`src/hri_pkg.sv`:
```
// package for the host register window and interrupt port
package hri_pkg;
    // direct register byte offsets, selected by address bits 5..2
    localparam logic [5:0] OFF_QUEUE0 = 6'h00;
    localparam logic [5:0] OFF_QUEUE1 = 6'h04;
    localparam logic [5:0] OFF_QUEUE2 = 6'h08;
    localparam logic [5:0] OFF_QUEUE3 = 6'h0C;
    localparam logic [5:0] OFF_HRQ0 = 6'h18;
    localparam logic [5:0] OFF_HRQ1 = 6'h1C;
    localparam logic [5:0] OFF_QUEUE_FLAGS = 6'h20;
    localparam logic [5:0] OFF_TIMER_FLAGS = 6'h24;
    localparam logic [5:0] OFF_IO_FLAGS = 6'h28;
    localparam logic [5:0] OFF_COMBINED = 6'h2C;
    localparam logic [5:0] OFF_IND_INDEX = 6'h30;
    localparam logic [5:0] OFF_IND_DATA = 6'h34;
    localparam logic [5:0] OFF_TXQ0_DONE = 6'h38;
    localparam logic [5:0] OFF_TXQ1_DONE = 6'h3C;

    // reset values
    localparam logic [15:0] RST_QUEUE_FLAGS = 16'h0F00;
    localparam logic [15:0] RST_TIMER_FLAGS = 16'h0000;
    localparam logic [15:0] RST_IO_FLAGS = 16'h0000;
    localparam logic [15:0] RST_IND_INDEX = 16'h0000;
    localparam logic [15:0] RST_DONE_COUNT = 16'h0000;
    localparam logic [31:0] RST_HEAD = 32'h0000_0000;

    // indirect space: event routing words sit in flops at these indices
    localparam int NUM_LINES = 3;
    localparam int NUM_SOURCES = 3;
    localparam logic [15:0] IND_MAP_BASE = 16'h0000;
    localparam logic [15:0] IND_MAP_LAST = 16'h0008;
    localparam int IND_MEM_AW = 8;

    // combined flag bit positions
    localparam int CMB_QUEUE_BIT = 0;
    localparam int CMB_TIMER_BIT = 1;
    localparam int CMB_IO_BIT = 2;

    // indices of sources within a routing group
    localparam int SRC_QUEUE = 0;
    localparam int SRC_TIMER = 1;
    localparam int SRC_IO = 2;

    // one routing word per line per source
    typedef logic [NUM_LINES-1:0][NUM_SOURCES-1:0][15:0] hri_map_t;

    // event set strobes from the switch core
    typedef struct packed {
        logic [15:0] queue_set;
        logic [15:0] timer_set;
        logic [15:0] io_set;
        logic [1:0] txq_done;
    } hri_events_t;

    // complete state of the top module
    typedef struct packed {
        logic strap_done;
        logic mux_mode;
        logic [3:0] latched_addr;
        logic [31:0] rdata;
        logic [31:0] txq_data;
        logic [3:0] txq_push;
        logic [3:0] rxq_pop;
        logic [1:0] hrq_pop;
        logic [31:0] head0;
        logic [31:0] head1;
        logic [15:0] queue_flags;
        logic [15:0] timer_flags;
        logic [15:0] io_flags;
        logic [15:0] ind_index;
        hri_map_t route;
        logic [15:0] done0;
        logic [15:0] done1;
        logic [2:0] irq;
    } hri_state_t;
endpackage : hri_pkg

```
`src/hri_ind_mem.sv`:
```
// indirect register storage with registered read data
`timescale 1ns/1ps
module hri_ind_mem (
    input wire logic clk,
    input wire logic wr_en,
    input wire logic [hri_pkg::IND_MEM_AW-1:0] addr,
    input wire logic [15:0] wdata,
    output logic [15:0] rdata
);
    logic [15:0] mem [0:(1 << hri_pkg::IND_MEM_AW)-1];

    // read every cycle so the word for the current index is ready one cycle after the index or the word changes
    always_ff @(posedge clk) begin
        if (wr_en) begin
            mem[addr] <= wdata;
        end
        rdata <= mem[addr];
    end
endmodule : hri_ind_mem

```
`src/hri_top.sv`:
```
// host register window with routed level interrupt lines
// Summary of operation
// RULE1 - four address bits select sixteen direct registers
// RULE2 - index at 0x30, data port at 0x34
// RULE3 - queue offsets: read receives, write transmits
// RULE4 - host queue read data; writes load head
// RULE5 - completion counters read-only sixteen bit, reset zero
// RULE6 - indirect port reads and writes selected register
// RULE7 - exactly three interrupt lines from status events
// RULE8 - any event routable to any line
// RULE9 - line high until host clears status
// RULE10 - line is OR of all routed sources
// RULE11 - lines identical, no priority among them
// RULE12 - host wires each line to own input
// RULE13 - host gives high line top priority
// RULE14 - three status registers RW, combined read-only
// RULE15 - word aligned, address bits five to two
// RULE16 - indirect data only on low sixteen bits
// RULE17 - strap selects multiplexed or separate address
// RULE18 - reserved offsets read zero, writes ignored
`timescale 1ns/1ps
module hri_top (
    input wire logic CLK,
    input wire logic RESET,
    input wire logic BUS_MUX_SELECT,
    input wire logic HOST_ALE,
    input wire logic [3:0] HOST_ADDR,
    input wire logic HOST_RD,
    input wire logic HOST_WR,
    input wire logic [31:0] HOST_WDATA,
    output logic [31:0] HOST_RDATA,
    input wire logic [3:0][31:0] RXQ_DATA,
    output logic [3:0] RXQ_POP,
    output logic [31:0] TXQ_DATA,
    output logic [3:0] TXQ_PUSH,
    input wire logic [1:0][31:0] HRQ_DATA,
    output logic [1:0] HRQ_POP,
    output logic [31:0] HRQ0_HEAD,
    output logic [31:0] HRQ1_HEAD,
    input wire hri_pkg::hri_events_t EVENTS,
    output logic MUX_MODE,
    output logic IRQ_LINE_LOW,
    output logic IRQ_LINE_MID,
    output logic IRQ_LINE_HIGH
);
    hri_pkg::hri_state_t st_r;
    hri_pkg::hri_state_t st_nxt;
    logic [3:0] sel;
    logic [5:0] off;
    logic ind_map_hit;
    logic [3:0] map_pos;
    logic mem_wr;
    logic [15:0] mem_rdata;

    // true when any flag bit is enabled by its routing word
    function automatic logic routed(input logic [15:0] flags, input logic [15:0] enables);
        routed = |(flags & enables);
    endfunction : routed

    // hardware sets win over a same-cycle host clear (write one to clear)
    function automatic logic [15:0] flag_update(input logic [15:0] cur, input logic [15:0] set,
                                                input logic clr_en, input logic [15:0] clr);
        flag_update = (cur & ~(clr_en ? clr : 16'h0000)) | set;
    endfunction : flag_update

    // register select: latched address in multiplexed mode, pins otherwise
    assign sel = st_r.mux_mode ? st_r.latched_addr : HOST_ADDR; // [RULE17]
    assign off = {sel, 2'b00}; // [RULE15]
    assign ind_map_hit = st_r.ind_index <= hri_pkg::IND_MAP_LAST;
    assign map_pos = st_r.ind_index[3:0];
    assign mem_wr = HOST_WR && (off == hri_pkg::OFF_IND_DATA) && !ind_map_hit; // [RULE6]

    hri_ind_mem u_mem (
        .clk(CLK),
        .wr_en(mem_wr),
        .addr(st_r.ind_index[hri_pkg::IND_MEM_AW-1:0]),
        .wdata(HOST_WDATA[15:0]),
        .rdata(mem_rdata)
    );

    // next-state logic for the whole register window
    always_comb begin
        logic [15:0] q_clr;
        logic [15:0] t_clr;
        logic [15:0] io_clr;
        logic q_wr;
        logic t_wr;
        logic io_wr;
        logic [15:0] cmb;
        logic [15:0] ind_rd;
        q_clr = HOST_WDATA[15:0];
        t_clr = HOST_WDATA[15:0];
        io_clr = HOST_WDATA[15:0];
        q_wr = HOST_WR && (off == hri_pkg::OFF_QUEUE_FLAGS); // [RULE14]
        t_wr = HOST_WR && (off == hri_pkg::OFF_TIMER_FLAGS); // [RULE14]
        io_wr = HOST_WR && (off == hri_pkg::OFF_IO_FLAGS); // [RULE14]
        cmb = 16'h0000;
        cmb[hri_pkg::CMB_QUEUE_BIT] = |st_r.queue_flags;
        cmb[hri_pkg::CMB_TIMER_BIT] = |st_r.timer_flags;
        cmb[hri_pkg::CMB_IO_BIT] = |st_r.io_flags;
        ind_rd = ind_map_hit ? st_r.route[map_pos / 4'h3][map_pos % 4'h3] : mem_rdata;
        st_nxt = st_r;
        st_nxt.txq_push = 4'h0;
        st_nxt.rxq_pop = 4'h0;
        st_nxt.hrq_pop = 2'h0;

        // bus mode strap is caught once, on the first edge after reset
        if (!st_r.strap_done) begin
            st_nxt.strap_done = 1'b1;
            st_nxt.mux_mode = BUS_MUX_SELECT; // [RULE17]
        end
        // in multiplexed mode the word address rides on the data lines
        if (HOST_ALE) begin
            st_nxt.latched_addr = HOST_WDATA[5:2]; // [RULE17]
        end

        // read path: selected content is registered onto the data bus
        if (HOST_RD) begin
            case (off) // [RULE1]
                hri_pkg::OFF_QUEUE0, hri_pkg::OFF_QUEUE1, hri_pkg::OFF_QUEUE2, hri_pkg::OFF_QUEUE3: begin
                    st_nxt.rdata = RXQ_DATA[sel[1:0]]; // [RULE3]
                    st_nxt.rxq_pop[sel[1:0]] = 1'b1;
                end
                hri_pkg::OFF_HRQ0: begin
                    st_nxt.rdata = HRQ_DATA[0]; // [RULE4]
                    st_nxt.hrq_pop[0] = 1'b1;
                end
                hri_pkg::OFF_HRQ1: begin
                    st_nxt.rdata = HRQ_DATA[1]; // [RULE4]
                    st_nxt.hrq_pop[1] = 1'b1;
                end
                hri_pkg::OFF_QUEUE_FLAGS: st_nxt.rdata = {16'h0000, st_r.queue_flags};
                hri_pkg::OFF_TIMER_FLAGS: st_nxt.rdata = {16'h0000, st_r.timer_flags};
                hri_pkg::OFF_IO_FLAGS: st_nxt.rdata = {16'h0000, st_r.io_flags};
                hri_pkg::OFF_COMBINED: st_nxt.rdata = {16'h0000, cmb}; // [RULE14]
                hri_pkg::OFF_IND_INDEX: st_nxt.rdata = {16'h0000, st_r.ind_index}; // [RULE2]
                hri_pkg::OFF_IND_DATA: st_nxt.rdata = {16'h0000, ind_rd}; // [RULE6] [RULE16]
                hri_pkg::OFF_TXQ0_DONE: st_nxt.rdata = {16'h0000, st_r.done0}; // [RULE5]
                hri_pkg::OFF_TXQ1_DONE: st_nxt.rdata = {16'h0000, st_r.done1}; // [RULE5]
                default: st_nxt.rdata = 32'h0000_0000; // [RULE18]
            endcase
        end

        // write path: read-only and reserved offsets fall to default
        if (HOST_WR) begin
            case (off) // [RULE1]
                hri_pkg::OFF_QUEUE0, hri_pkg::OFF_QUEUE1, hri_pkg::OFF_QUEUE2, hri_pkg::OFF_QUEUE3: begin
                    st_nxt.txq_data = HOST_WDATA; // [RULE3]
                    st_nxt.txq_push[sel[1:0]] = 1'b1;
                end
                hri_pkg::OFF_HRQ0: st_nxt.head0 = HOST_WDATA; // [RULE4]
                hri_pkg::OFF_HRQ1: st_nxt.head1 = HOST_WDATA; // [RULE4]
                hri_pkg::OFF_IND_INDEX: st_nxt.ind_index = HOST_WDATA[15:0]; // [RULE2]
                hri_pkg::OFF_IND_DATA: begin
                    // routing words live in flops so they feed the lines directly
                    if (ind_map_hit) begin
                        st_nxt.route[map_pos / 4'h3][map_pos % 4'h3] = HOST_WDATA[15:0]; // [RULE8] [RULE16]
                    end
                end
                default: st_nxt.rdata = st_nxt.rdata; // [RULE18]
            endcase
        end

        // sticky event flags, set wins over clear
        st_nxt.queue_flags = flag_update(st_r.queue_flags, EVENTS.queue_set, q_wr, q_clr); // [RULE9]
        st_nxt.timer_flags = flag_update(st_r.timer_flags, EVENTS.timer_set, t_wr, t_clr); // [RULE9]
        st_nxt.io_flags = flag_update(st_r.io_flags, EVENTS.io_set, io_wr, io_clr); // [RULE9]

        // completion counters wrap; the core owns them, the host only reads
        if (EVENTS.txq_done[0]) begin
            st_nxt.done0 = st_r.done0 + 16'h0001; // [RULE5]
        end
        if (EVENTS.txq_done[1]) begin
            st_nxt.done1 = st_r.done1 + 16'h0001; // [RULE5]
        end

        // each line ORs its routed sources; all three built the same way
        for (int k = 0; k < hri_pkg::NUM_LINES; k++) begin // [RULE7] [RULE11]
            st_nxt.irq[k] = routed(st_r.queue_flags, st_r.route[k][hri_pkg::SRC_QUEUE])
                          | routed(st_r.timer_flags, st_r.route[k][hri_pkg::SRC_TIMER])
                          | routed(st_r.io_flags, st_r.route[k][hri_pkg::SRC_IO]); // [RULE10] [RULE8]
        end
    end

    // state register; routing starts cleared so reset flags stay quiet
    always_ff @(posedge CLK or posedge RESET) begin
        if (RESET) begin
            st_r <= '0;
            st_r.queue_flags <= hri_pkg::RST_QUEUE_FLAGS;
            st_r.timer_flags <= hri_pkg::RST_TIMER_FLAGS;
            st_r.io_flags <= hri_pkg::RST_IO_FLAGS;
            st_r.ind_index <= hri_pkg::RST_IND_INDEX;
            st_r.head0 <= hri_pkg::RST_HEAD;
            st_r.head1 <= hri_pkg::RST_HEAD;
            st_r.done0 <= hri_pkg::RST_DONE_COUNT; // [RULE5]
            st_r.done1 <= hri_pkg::RST_DONE_COUNT; // [RULE5]
        end else begin
            st_r <= st_nxt;
        end
    end

    // outputs all come straight from state flops
    assign HOST_RDATA = st_r.rdata;
    assign RXQ_POP = st_r.rxq_pop;
    assign TXQ_DATA = st_r.txq_data;
    assign TXQ_PUSH = st_r.txq_push;
    assign HRQ_POP = st_r.hrq_pop;
    assign HRQ0_HEAD = st_r.head0;
    assign HRQ1_HEAD = st_r.head1;
    assign MUX_MODE = st_r.mux_mode;
    assign IRQ_LINE_LOW = st_r.irq[0];
    assign IRQ_LINE_MID = st_r.irq[1];
    assign IRQ_LINE_HIGH = st_r.irq[2];
endmodule : hri_top

```
`config.mk`:
```
export PLATFORM = sky130hd
export DESIGN_NAME = hri_top
export DESIGN_NICKNAME = d
export VERILOG_FILES = /design/src/hri_pkg.sv /design/src/hri_ind_mem.sv /design/src/hri_top.sv
export SDC_FILE = /design/constraint.sdc
export NUM_CORES = 2
export LEC_CHECK = 0
export BUFFER_PORTS_ARGS = -buffer_cell sky130_fd_sc_hd__buf_4
export CORE_AREA = 2 2 686 688
export DETAILED_ROUTE_END_ITERATION = 10
export DIE_AREA = 0 0 688 690
export GPL_TIMING_DRIVEN = 0
export HOLD_SLACK_MARGIN = 0.15
export PLACE_DENSITY_LB_ADDON = 0.08
export SLEW_MARGIN = 20
export SYNTH_ARGS = -nofsm -noshare
export SYNTH_HDL_FRONTEND = slang
export SYNTH_SLANG_ARGS = --single-unit
export TNS_END_PERCENT = 20
```
`constraint.sdc`:
```
create_clock -name CLK -period 25.4 [get_ports CLK]
set_clock_uncertainty 0.15 [all_clocks]
set_input_delay 5.08 -clock CLK [delete_from_list [all_inputs] [get_ports CLK]]
set_output_delay 5.08 -clock CLK [all_outputs]
set_load 0.02 [all_outputs]
```
==> key figures <==
Status
  – Status: finished clean

Placed design
  – Post-DP Area: 198000 µm²
  – Placed Cells: roughly 15000
  – DP HPWL: 603000 µm
  – IO buf count: roughly 420
  – Gpl congestion: between 1 and 1.5

Yosys
  – Mux contribution to synthesized area: 18.2%
  – Top FF cell, synth: edfxtp_1
  – Seq/Total Area, Yosys: about three quarters
  – Post-Synthesis Cells: 8153
  – Post-synthesis xor/xnor area fraction: 0.153%
  – Post-Syn Area per Cell: between 20 and 25 µm²
  – Simple-gate share of the synthesized area: ~2.1%
  – Syn nets: roughly 8400
  – Synth Register Bits: ~4500
  – Library cells used by synthesis: 82
  – Async SR Flop Fraction: 8.60%
  – Post-synth EDFFs: slightly above 4000
  – Main combinational cell family by area after synthesis: multiplexers
  – Fraction of the mapped netlist area in compound gates: 2.48%
  – YS warnings: 0
  – Adder-Cell Fraction of Synth Area: less than 1%
  – Synth Cell Area: between 150000 and 200000 µm²

Global route
  – First-pass GRT wire length: between 1000000 and 1500000 µm
  – Gr usage total: 35.8%
  – Pin count of the biggest net entering global routing: 129
  – Total congestion overflow: 0
  – Initial antenna violation count: around 130
  – Number of global-route vias before repair: 96600

Setup path
  – RR Startpoint: map_pos[3]
  – Crit path cell chain: buf_2 > or3b_2 > nand2_1 > nand4_1 > nor2_1 > nand2_1 > clkbuf_4 > nor2_4
  – R2r endpoint: u_mem.rdata[12]
  – Crit end category: flop
  – CP max stage delay: 1090 ps
  – Crit path launch type: input port
  – Critical path buffers and inverters: 2
  – CP max stage cell: nand2_1
  – Crit path capture: u_mem.mem[158][6]
  – Critical Path RT: ~26000 ps
  – Crit Path Class: in2reg
  – Crit path max fanout: 16
  – R2r setup slk: about 17000 ps
  – Critical path origin: HOST_ADDR[1]
  – Top delay family on crit path: simple AND/OR/NAND/NOR gates
  – R2R cell count: 11
  – Data arrival, critical path: roughly 10000 ps
  – WP depth: 8
  – Worst path most repeated cell: nand2_1

Routing
  – WL/cell: between 50 and 60 µm
  – Number of DRC markers in iteration 0: 18400
  – Vias: roughly 100k
  – DRC Markers: 0
  – Routed wire length: around 860000 µm
  – Post-DRT Antenna Nets: 0
  – Vias per cell: 6.44
  – Pre-antenna DRT Iters: 9

Die
  – Initial Utilization: 37.9%
  – FP Rows: around 250
  – Die Y-Extent: about 690 µm
  – Core ar.: 467000 µm²
  – Full die area: approximately 470000 µm²
  – Io pins: 426
  – Die width: a little under 700 µm

Clock tree
  – Clock-pin slew on the worst setup and hold paths: about 60 ps
  – Clk_lat worst skew: ~1100 ps
  – TritonCTS buffer count: between 400 and 500
  – Cts-stage hold buffer count: 0
  – Root buffer cell: clkbuf_16
  – Clk sinks: ~4500
  – Post_cts resized: 0
  – CTS H-tree depth: 5
  – CTS Buffer Depth: 4
  – Post-CTS setup buffer count: 0
  – CTS tree: done

Power
  – Sw Ratio: 39.1%
  – Reg power frac: roughly a third
  – Pwr Density: ~110 nW/µm²
  – Cell-internal power: between 10 and 15 mW
  – Sw power: roughly 9.4 mW
  – Max IR drop VDD: around 0.085 mV
  – Logic pwr share: 36.8%
  – P_leak: between 60 and 70 nW
  – Clock share of power: 28.8%

Layout
  – Area delta synth->final: 20.7%
  – Layout cell share with drive strength beyond 1: between 30% and 40%
  – Nets@finish: about 9700
  – Fin area: 214000 µm²
  – Filler cells: between 30000 and 40000
  – Final Instance Count excl. Fillers: between 15000 and 20000
  – Fin util: 45.8%

Timing
  – Final worst path period need: slightly below 10000 ps
  – Final Hold Viols: 0
  – Fin. max-slew vios: 0
  – Worst-Margin Slew: between 1000 and 1500 ps
  – Max Freq: just over 0.1 GHz
  – Setup TNS: 0 ps
  – RSZ-0062 raised after global routing: no
  – Max_slew headroom: 11.9%
  – Crit share post-route: roughly two fifths
  – Hold Slack: ~340 ps
  – Final setup viols: 0

Flow run
  – Max-cap check violation count: 0

Hold path
  – Hold Path Class: reg2reg
## worst register-to-register path, stage by stage (launching register included)
cell and delay, ps:
dfrtp_1 360, buf_2 170, inv_2 490, buf_2 870
buf_2 1130, buf_2 840, buf_2 770, buf_2 880
mux2i_1 860, o22ai_1 150, nor3_1 920, nand4_1 790
## power by group through the flow
stage	sequential, mW	combinational, mW	clock [mW]
floorplan	8.39	3.30	0
global placement	8.44	8.16	0
detailed placement	8.43	8.56	0
CTS	8.28	8.57	6.98
global route	8.28	8.63	7.25
finish	8.28	8.86	6.94
## logic make-up after synthesis
family          Yosys count
flops                  4499
mux                    1637
simple gates            784
buf+inv                 624
compound gates          572
xor+xnor                 31
fa+ha+maj                 5
other cells               1
## flip-flops by register name, indices dropped and copies added (netlist names), 2 cells and up
name	count
u_mem.mem	4096
TXQ_PUSH	4
HRQ_POP	2
TXQ_DATA	32
HRQ0_HEAD	32
u_mem.rdata	16
map_pos	4
RXQ_POP	4
HOST_RDATA	32
HRQ1_HEAD	32
st_r	241
## Yosys cell counts (24+ instances only)
| cell | number | area (µm²) |
|---|---|---|
| edfxtp_1 | 4096 | 123000 |
| mux4_2 | 1236 | 27800 |
| dfrtp_1 | 383 | 9580 |
| nor2_1 | 297 | 1110 |
| clkbuf_1 | 231 | 867 |
| mux2_2 | 229 | 2580 |
| nand2_1 | 203 | 762 |
| buf_4 | 180 | 1350 |
| a22oi_1 | 145 | 1090 |
| buf_2 | 134 | 671 |
| mux2i_1 | 132 | 1320 |
| nand3_1 | 85 | 425 |
| nand4_1 | 61 | 382 |
| a22o_1 | 58 | 508 |
| a21o_1 | 54 | 405 |
| a221oi_1 | 52 | 455 |
| o22ai_1 | 42 | 263 |
| buf_1 | 40 | 150 |
| o21ai_0 | 36 | 180 |
| a21oi_1 | 32 | 160 |
| buf_6 | 26 | 293 |
| nor2b_1 | 24 | 150 |
| xnor2_1 | 24 | 210 |
## routing by layer
layer	track usage (%)	share of wire, %	up-vias
met5	0.0505	0.022	-
met4	24.4	8.1	26
met3	10.5	11	1736
met2	53.9	45	7659
met1	44.7	36	57000
li1	-	-	37000
## worst min-delay path by stage
stage / from / endpoint / cells after the start
3_5_place_dp: HOST_RDATA[18] / HOST_RDATA[18] / 1
5_1_grt: HOST_RDATA[20] / HOST_RDATA[20] / 1
4_1_cts: HOST_RDATA[18] / HOST_RDATA[18] / 1
3_3_place_gp: u_mem.rdata[12] / HOST_RDATA[12] / 2
6_report: HOST_RDATA[18] / HOST_RDATA[18] / 1
2_1_floorplan: u_mem.rdata[13] / HOST_RDATA[13] / 2
## per-stage QoR
step                      worst slack (ps)  total power, mW
after floorplan                       9420             11.7
after global placement                4490             16.6
after detailed placement             15010             17.0
after CTS                            16120             23.8
after global routing                 16000             24.2
final                                15660             24.1
## cell type report
type | instances | area [µm²] | share of cell area (%)
antenna | 71 | 178 | 0.0831
buffer | 611 | 3740 | 1.75
clock buffer | 593 | 12500 | 5.86
clock inverter | 275 | 2610 | 1.22
inverter | 13 | 56.3 | 0.0263
multi-input combinational | 3030 | 42700 | 20.0
sequential | 4499 | 133000 | 62.2
tap | 6198 | 7750 | 3.63
timing repair buffer | 760 | 11100 | 5.21
## cells in the final DEF, fill, tap and decap left out, types with 81 or more instances in the layout
cell type and count:
clkbuf_16 479, buf_4 621, dfrtp_1 383, buf_16 171, nand2_1 193, nand3_1 85, buf_12 145, edfxtp_1 4096
mux2i_1 128, nor2_4 255, clkinv_1 118, clkinv_2 81, clkbuf_1 201, mux4_2 1236, buf_2 133, mux2_2 229
a22oi_1 145
No activity file was read; power rests on OpenSTA's default activity.
